File: src/irqx_pkg.sv
// Purpose: Shared constants and types for the interrupt-return and config-load execution block.
// Assumes: 14-bit instruction words, 8-bit data, four quarter phases per instruction cycle.
// Notes:   All numbers used by more than one file live here.
package irqx_pkg;
    localparam logic [13:0] IRQ_RETURN_OP    = 14'h0009;
    localparam logic [13:0] CFG_LOAD_OP      = 14'h0062;
    localparam int          GLOBAL_IRQ_ENABLE_BIT = 7;
    localparam logic [7:0]  IRQ_CTRL_RESET   = 8'h00;
    localparam logic [7:0]  CFG_RESET        = 8'hFF;
    localparam logic [12:0] PC_RESET         = 13'h0000;
    localparam logic [1:0]  Q1               = 2'h0;
    localparam logic [1:0]  Q2               = 2'h1;
    localparam logic [1:0]  Q3               = 2'h2;
    localparam logic [1:0]  Q4               = 2'h3;

    typedef enum logic [1:0] {
        IRQX_IDLE  = 2'b00,
        IRQX_RET1  = 2'b01,
        IRQX_FLUSH = 2'b10
    } irqx_state_t;
endpackage

File: src/irqx_phase_if.sv
// Purpose: Carries the quarter-phase count from the phase generator to the executor.
// Assumes: One phase step per clock.
// Notes:   Phase 0 is the decode quarter.
`timescale 1ns/10ps
`default_nettype none
interface irqx_phase_if;
    logic [1:0] quarter;
    logic       cycle_start;
    modport gen  (output quarter, output cycle_start);
    modport exec (input quarter, input cycle_start);
endinterface
`default_nettype wire

File: src/irqx_phase_gen.sv
// Purpose: Generates the four quarter phases of the instruction cycle.
// Assumes: Each rising i_mclk edge advances one quarter.
// Notes:   cycle_start marks the decode quarter.
`timescale 1ns/10ps
`default_nettype none
module irqx_phase_gen
(
    input  wire logic  i_mclk,
    input  wire logic  i_reset,
    irqx_phase_if.gen  ph
);
    typedef struct packed {
        logic [1:0] q;
    } irqx_phase_t;

    irqx_phase_t s_q;
    irqx_phase_t s_d;

    always_comb
    begin
        s_d   = s_q;
        s_d.q = s_q.q + 2'h1;
    end

    always_ff @(posedge i_mclk)
    begin
        if (i_reset)
        begin
            s_q.q <= irqx_pkg::Q1;
        end
        else
        begin
            s_q <= s_d;
        end
    end

    assign ph.quarter     = s_q.q;
    assign ph.cycle_start = (s_q.q == irqx_pkg::Q1);
endmodule // irqx_phase_gen
`default_nettype wire

File: src/irqx_exec.sv
// What this block does
// - Decode word 0x0009 as interrupt return, flags untouched.
// - Interrupt return pops stack into program counter.
// - Set enable bit 7 in Q3, pop Q4.
// - Two cycles; second cycle discards fetched instruction.
// - Decode 0x0062; copy accumulator to config, one cycle.
//
// Purpose: Executes the interrupt-return and legacy config-load instructions.
// Assumes: i_instr holds the word being decoded and is stable across its cycle.
// Notes:   Stack storage and the rest of the instruction set live outside.
`timescale 1ns/10ps
`default_nettype none
module irqx_exec
(
    input  wire logic        i_mclk,
    input  wire logic        i_reset,
    input  wire logic [13:0] i_instr,
    input  wire logic        i_instr_valid,
    input  wire logic [12:0] i_stack_top_entry,
    input  wire logic [7:0]  i_accum,
    input  wire logic        i_irq_ctrl_wr,
    input  wire logic [7:0]  i_irq_ctrl_wdata,
    output logic      [7:0]  o_irq_control_reg,
    output logic      [7:0]  o_cfg_reg,
    output logic      [12:0] o_pc_load_value,
    output logic             o_pc_load,
    output logic             o_stack_pop,
    output logic             o_flush,
    output logic             o_quarter_start
);
    typedef struct packed {
        irqx_pkg::irqx_state_t st;
        logic [7:0]            irq_ctrl;
        logic [7:0]            cfg;
        logic [12:0]           pc_val;
        logic                  pc_load;
        logic                  pop;
        logic                  flush;
        logic                  qstart;
    } irqx_exec_t;

    irqx_exec_t   s_q;
    irqx_exec_t   s_d;
    irqx_phase_if ph();

    irqx_phase_gen u_phase
    (
        .i_mclk  (i_mclk),
        .i_reset (i_reset),
        .ph      (ph)
    );

    logic is_ret;
    logic is_cfg;

    assign is_ret = i_instr_valid && (i_instr == irqx_pkg::IRQ_RETURN_OP);
    assign is_cfg = i_instr_valid && (i_instr == irqx_pkg::CFG_LOAD_OP);

    always_comb
    begin
        s_d         = s_q;
        s_d.pc_load = 1'b0;
        s_d.pop     = 1'b0;
        // The marker lags Q1 by one clock so that it leaves a flip-flop directly.
        s_d.qstart  = ph.cycle_start;
        // Software writes to the control register apply first so the hardware set wins.
        if (i_irq_ctrl_wr)
        begin
            s_d.irq_ctrl = i_irq_ctrl_wdata;
        end
        // Only the idle state decodes, so a word fetched during a return is dropped.
        case (s_q.st)
            irqx_pkg::IRQX_IDLE:
            begin
                s_d.flush = 1'b0;
                if (ph.quarter == irqx_pkg::Q1 && is_ret)
                begin
                    s_d.st = irqx_pkg::IRQX_RET1;
                end
                if (ph.quarter == irqx_pkg::Q4 && is_cfg)
                begin
                    s_d.cfg = i_accum;
                end
            end
            irqx_pkg::IRQX_RET1:
            begin
                // enable bit set in third quarter
                if (ph.quarter == irqx_pkg::Q3)
                begin
                    s_d.irq_ctrl[irqx_pkg::GLOBAL_IRQ_ENABLE_BIT] = 1'b1;
                end
                if (ph.quarter == irqx_pkg::Q4)
                begin
                    s_d.pop     = 1'b1;
                    s_d.pc_load = 1'b1;
                    s_d.pc_val  = i_stack_top_entry;
                    s_d.flush   = 1'b1;
                    s_d.st      = irqx_pkg::IRQX_FLUSH;
                end
            end
            irqx_pkg::IRQX_FLUSH:
            begin
                if (ph.quarter == irqx_pkg::Q4)
                begin
                    s_d.flush = 1'b0;
                    s_d.st    = irqx_pkg::IRQX_IDLE;
                end
            end
            default:
            begin
                s_d.st    = irqx_pkg::IRQX_IDLE;
                s_d.flush = 1'b0;
            end
        endcase
    end

    always_ff @(posedge i_mclk)
    begin
        if (i_reset)
        begin
            s_q.st       <= irqx_pkg::IRQX_IDLE;
            s_q.irq_ctrl <= irqx_pkg::IRQ_CTRL_RESET;
            s_q.cfg      <= irqx_pkg::CFG_RESET;
            s_q.pc_val   <= irqx_pkg::PC_RESET;
            s_q.pc_load  <= 1'b0;
            s_q.pop      <= 1'b0;
            s_q.flush    <= 1'b0;
            s_q.qstart   <= 1'b0;
        end
        else
        begin
            s_q <= s_d;
        end
    end

    assign o_irq_control_reg = s_q.irq_ctrl;
    assign o_cfg_reg         = s_q.cfg;
    assign o_pc_load_value   = s_q.pc_val;
    assign o_pc_load         = s_q.pc_load;
    assign o_stack_pop       = s_q.pop;
    assign o_flush           = s_q.flush;
    assign o_quarter_start   = s_q.qstart;

    // Note: the return word is matched in the decode quarter and the config word in Q4; later quarters act on state.
    // return entry
    ret_enter_a: assert property (@(posedge i_mclk) disable iff (i_reset)
        (ph.quarter == irqx_pkg::Q1 && is_ret && s_q.st == irqx_pkg::IRQX_IDLE)
        |=> s_q.st == irqx_pkg::IRQX_RET1)
        else $error("Return word not accepted.");
    pop_load_a: assert property (@(posedge i_mclk) disable iff (i_reset)
        o_stack_pop |-> o_pc_load && o_flush)
        else $error("Pop without program counter load.");
    pop_value_a: assert property (@(posedge i_mclk) disable iff (i_reset)
        (s_q.st == irqx_pkg::IRQX_RET1 && ph.quarter == irqx_pkg::Q4)
        |=> o_pc_load_value == $past(i_stack_top_entry))
        else $error("Program counter got wrong stack value.");
    enable_set_a: assert property (@(posedge i_mclk) disable iff (i_reset)
        (s_q.st == irqx_pkg::IRQX_RET1 && ph.quarter == irqx_pkg::Q3)
        |=> o_irq_control_reg[irqx_pkg::GLOBAL_IRQ_ENABLE_BIT])
        else $error("Enable bit not set in third quarter.");
    enable_before_pop_a: assert property (@(posedge i_mclk) disable iff (i_reset)
        o_stack_pop |-> $past(o_irq_control_reg[irqx_pkg::GLOBAL_IRQ_ENABLE_BIT])
        || $past(i_irq_ctrl_wr, 2))
        else $error("Pop came before enable bit set.");
    two_cycle_a: assert property (@(posedge i_mclk) disable iff (i_reset)
        $rose(o_flush) |-> o_flush [*4] ##1 !o_flush)
        else $error("Flush cycle length wrong.");
    no_pop_flush_a: assert property (@(posedge i_mclk) disable iff (i_reset)
        $rose(o_flush) |=> !o_stack_pop [*3])
        else $error("Second cycle was not idle.");
    cfg_copy_a: assert property (@(posedge i_mclk) disable iff (i_reset)
        (s_q.st == irqx_pkg::IRQX_IDLE && ph.quarter == irqx_pkg::Q4 && is_cfg)
        |=> o_cfg_reg == $past(i_accum))
        else $error("Config not loaded from accumulator.");
    cfg_hold_a: assert property (@(posedge i_mclk) disable iff (i_reset)
        !(ph.quarter == irqx_pkg::Q4 && is_cfg) |=> $stable(o_cfg_reg))
        else $error("Config changed without the load word.");

    ret_refuse_a: assert property (@(posedge i_mclk) disable iff (i_reset)
        (s_q.st == irqx_pkg::IRQX_IDLE && !(ph.quarter == irqx_pkg::Q1 && is_ret))
        |=> s_q.st == irqx_pkg::IRQX_IDLE)
        else $error("Return state entered without the return word.");
    pop_pulse_a: assert property (@(posedge i_mclk) disable iff (i_reset)
        o_stack_pop |=> !o_stack_pop)
        else $error("Stack pop lasted more than one clock.");
    load_origin_a: assert property (@(posedge i_mclk) disable iff (i_reset)
        o_pc_load |-> $past(s_q.st == irqx_pkg::IRQX_RET1 && ph.quarter == irqx_pkg::Q4))
        else $error("Program counter load outside a return.");
    ctrl_hold_a: assert property (@(posedge i_mclk) disable iff (i_reset)
        (!i_irq_ctrl_wr && !(s_q.st == irqx_pkg::IRQX_RET1 && ph.quarter == irqx_pkg::Q3))
        |=> $stable(o_irq_control_reg))
        else $error("Control register changed without a write or return.");
    flush_no_load_a: assert property (@(posedge i_mclk) disable iff (i_reset)
        (s_q.st == irqx_pkg::IRQX_FLUSH) |=> $stable(o_cfg_reg) && !o_stack_pop)
        else $error("Discarded word acted during the no-operation cycle.");

    // Covers show that each main scenario is reached at least once.
    ret_seen_c: cover property (@(posedge i_mclk) disable iff (i_reset) o_stack_pop);
    cfg_seen_c: cover property (@(posedge i_mclk) disable iff (i_reset)
        ph.quarter == irqx_pkg::Q4 && is_cfg);
    clash_c: cover property (@(posedge i_mclk) disable iff (i_reset)
        s_q.st == irqx_pkg::IRQX_RET1 && ph.quarter == irqx_pkg::Q3 && i_irq_ctrl_wr);
    flush_end_c: cover property (@(posedge i_mclk) disable iff (i_reset)
        $fell(o_flush));
    ctrl_write_c: cover property (@(posedge i_mclk) disable iff (i_reset)
        i_irq_ctrl_wr);
endmodule // irqx_exec
`default_nettype wire

File: config.mk
export PLATFORM = sky130hd
export DESIGN_NAME = irqx_exec
export DESIGN_NICKNAME = d
export VERILOG_FILES = /design/src/irqx_pkg.sv /design/src/irqx_phase_if.sv /design/src/irqx_phase_gen.sv /design/src/irqx_exec.sv
export SDC_FILE = /design/constraint.sdc
export NUM_CORES = 1
export LEC_CHECK = 0
export CORE_UTILIZATION = 45
export CTS_CLUSTER_SIZE = 30
export DETAILED_ROUTE_END_ITERATION = 8
export DONT_BUFFER_PORTS = 1
export PLACE_DENSITY = 0.57
export SKIP_LAST_GASP = 1
export SLEW_MARGIN = 20
export SYNTH_ARGS = -nofsm -noshare
export SYNTH_HDL_FRONTEND = slang
export SYNTH_SLANG_ARGS = --single-unit
File: constraint.sdc
create_clock -name i_mclk -period 2.1 [get_ports i_mclk]
set_input_delay 0.525 -clock i_mclk [delete_from_list [all_inputs] [get_ports i_mclk]]
set_output_delay 0.525 -clock i_mclk [all_outputs]
set_load 0.1 [all_outputs]
==> run metrics <==
outcome=finished clean; clock tree from TritonCTS=built; worst-skew pair later-pin latency=0.33 ns; Seq cells post-synth=36; core outline area=roughly 3400 µm²; setup violators final=0; most frequent cells in the layout=35 x sky130_fd_sc_hd__dfxtp_1, 31 x sky130_fd_sc_hd__nand2_1, 31 x sky130_fd_sc_hd__buf_4; sequential share of the synthesized area=0.443; I/O pin count=80; IO buf count=0; data required time at the worst endpoint=2.36 ns; Inst Count DP=226; footprint of the flip-flops and latches=roughly 720 µm²; setup slack of the worst register-to-register path=between 0.4 and 0.5 ns; number of cells on the worst reg-to-reg path=4; synthesized area per cell=8.75 µm²; buffer type at the clock tree root=sky130_fd_sc_hd__clkbuf_4; pin count of the biggest net entering global routing=45; DRC viols=0; net count after synthesis=between 200 and 250; met2 wire length=1340 µm; number of buffers on the longest clock path=2; horizontal die dimension=between 60 and 70 µm; Detail Route Antenna Nets=0; total wirelength of the detailed-routed design=2740 µm; Slew headroom=0.662; instance count of the mapped netlist=about 190; clock group share of total power=0.321; switching power share of the total=0.253; Layout Cells excl Fill=between 200 and 250; R2R Path Start=s_q[33]; number of pins with negative max-slew slack in the final report=0; maximum capacitance violations=0; maximum clock skew at final layout=a little under 0.007 ns; HPWL after detailed placement=around 2100 µm; Clk pin slew, worst setup/hold paths=around 0.1 ns; minimum hold slack=between 0.2 and 0.25 ns; Net Sw Power=about 310 µW; routed metal-1 wirelength=about 1100 µm; part of the total power dissipated in combinational logic=0.110; number of antenna violations at the first check in global routing=0; number of failing hold endpoints at the final stage=0; global-route wire length before repair=~4600 µm; reg2reg end=o_cfg_reg[2]; combined global-route utilization of all metal layers=0.152; clock buffer count from CTS=5; number of global-route vias before repair=between 1000 and 1500; Final Power=1230 µW; detail-routed net length per standard cell=around 12 µm; most common cell after layout, fill and taps aside=sky130_fd_sc_hd__dfxtp_1; endpoint of the most critical setup path=o_cfg_reg[2]; FP Rows=21; starting density of the core=0.480; total setup buffers inserted after CTS=0; Die ar.=around 3900 µm²; number of warning messages in the yosys log=0; via density per instance=4.91; power per unit of standard cell area=between 700 and 800 nW/µm²; count of inserted antenna diode cells=0; kind of critical path=reg -> reg; vertical die dimension=slightly above 60 µm; Flop pwr share=0.570; CTS Hold Buffers Added=0; first element of the critical path=s_q[33]; Leakage=~0.00070 µW; Remaining Overflow, GRT=0; sum of negative setup slack=0 ns; layout cells sized above 1=0.246; Max Freq=616 MHz; count of distinct cell types in the synthesized netlist=21; Placer Congestion=slightly below 0.8; transition time at the pin with the least slew margin=about 0.5 ns; number of nets at the end of the flow=approximately 240; CP Launch Type=register; post-layout min period=between 1.5 and 2 ns; kind of end point of the critical path=register; number of fill cells in the layout=about 330; maximum fanout along the worst path=8; total number of clock tree sinks=36; routed length on met3=roughly 260 µm; detailed-router iteration count before antenna repair=4; routed via count=~1100; RSZ-0062 raised after global routing=no; flip-flop count of the largest register, all copies and words added=13; violation count after the first detailed-route iteration=29; Min-Delay Path Class=in -> reg; post-cts repair resize count=0; maximum vdd ir drop=around 0.37 mV; Internal Dissipation=922 µW; worst path arrival time=approximately 1.9 ns; period utilization=0.773; Multi-input gate area=about 640 µm²; top layer reached by signal wires=met4; mapped cell area=about 1600 µm²; number of H-tree levels=2; growth of design area from synthesis to finish=7.38%
critical path, stage by stage, from the launching register on:
cell,delay (ns)
sky130_fd_sc_hd__dfxtp_1,0.35
sky130_fd_sc_hd__nor4b_2,0.33
sky130_fd_sc_hd__nand3_2,0.14
sky130_fd_sc_hd__nor3_4,0.47
sky130_fd_sc_hd__mux2i_1,0.26
Yosys cell counts:
master	n	area share
sky130_fd_sc_hd__nor4b_2	1	0.0092
sky130_fd_sc_hd__nor4_2	1	0.0077
sky130_fd_sc_hd__buf_4	30	0.14
sky130_fd_sc_hd__nand3_2	1	0.0061
sky130_fd_sc_hd__a21oi_1	16	0.049
sky130_fd_sc_hd__o21ai_0	2	0.0061
sky130_fd_sc_hd__or3b_2	1	0.0054
sky130_fd_sc_hd__nand4bb_1	1	0.0069
sky130_fd_sc_hd__nand3_1	2	0.0061
sky130_fd_sc_hd__and2_1	1	0.0038
sky130_fd_sc_hd__buf_2	1	0.0031
sky130_fd_sc_hd__nor2b_1	3	0.012
sky130_fd_sc_hd__nor3_4	1	0.010
sky130_fd_sc_hd__ha_1	3	0.023
sky130_fd_sc_hd__nor2_1	29	0.067
sky130_fd_sc_hd__nor4_4	1	0.013
sky130_fd_sc_hd__nand2_1	31	0.071
sky130_fd_sc_hd__mux2i_1	16	0.098
sky130_fd_sc_hd__dfxtp_1	36	0.44
sky130_fd_sc_hd__clkbuf_1	7	0.016
sky130_fd_sc_hd__inv_1	2	0.0046
through the flow:
step	cell area, µm²	utilization	worst slack (ns)
after floorplan	1630	-	0.219
final	1750	0.516	0.477
after global placement	1680	0.496	0.389
after CTS	1750	0.516	0.445
after global routing	1750	0.516	0.353
after detailed placement	1680	0.496	0.287
power groups by stage:
stage / combinational (µW) / clock [µW] / sequential [µW]
2_1_floorplan: 126 / 0 / 731
3_3_place_gp: 134 / 0 / 718
5_1_grt: 144 / 448 / 705
3_5_place_dp: 136 / 0 / 719
6_report: 135 / 396 / 703
4_1_cts: 136 / 415 / 703
how the worst min path moves through the flow:
stage | startpoint | to | slack, ns | cells past startpoint
final | i_reset | o_pc_load | 0.25 | 1
after global routing | i_reset | o_pc_load_value[5] | 0.22 | 1
after CTS | i_reset | o_pc_load | 0.23 | 1
after detailed placement | o_pc_load_value[5] | o_pc_load_value[5] | 0.44 | 2
after global placement | u_phase.ph.quarter[0] | u_phase.ph.quarter[0] | 0.43 | 1
after floorplan | u_phase.ph.quarter[0] | u_phase.ph.quarter[0] | 0.42 | 1
kinds of logic after synthesis:
| logic type | synth area share |
|---|---|
| mux | 0.0984 |
| buf+inv | 0.162 |
| flops | 0.443 |
| compound gates | 0.0553 |
| fa+ha+maj | 0.0231 |
| simple gates | 0.218 |
layout make-up:
type                            count  area share
Multi-Input combinational cell    110       0.368
Inverter                            2     0.00429
Tap cell                           46      0.0329
Sequential cell                    36       0.413
Timing Repair Buffer               32       0.145
Clock buffer                        7      0.0372
per-layer routing:
layer,vias to the layer above,track usage
li1,572,-
met1,510,0.159
met2,57,0.268
met3,5,0.0607
met4,0,0.0669
met5,-,0
No activity file was read; power rests on OpenSTA's default activity.
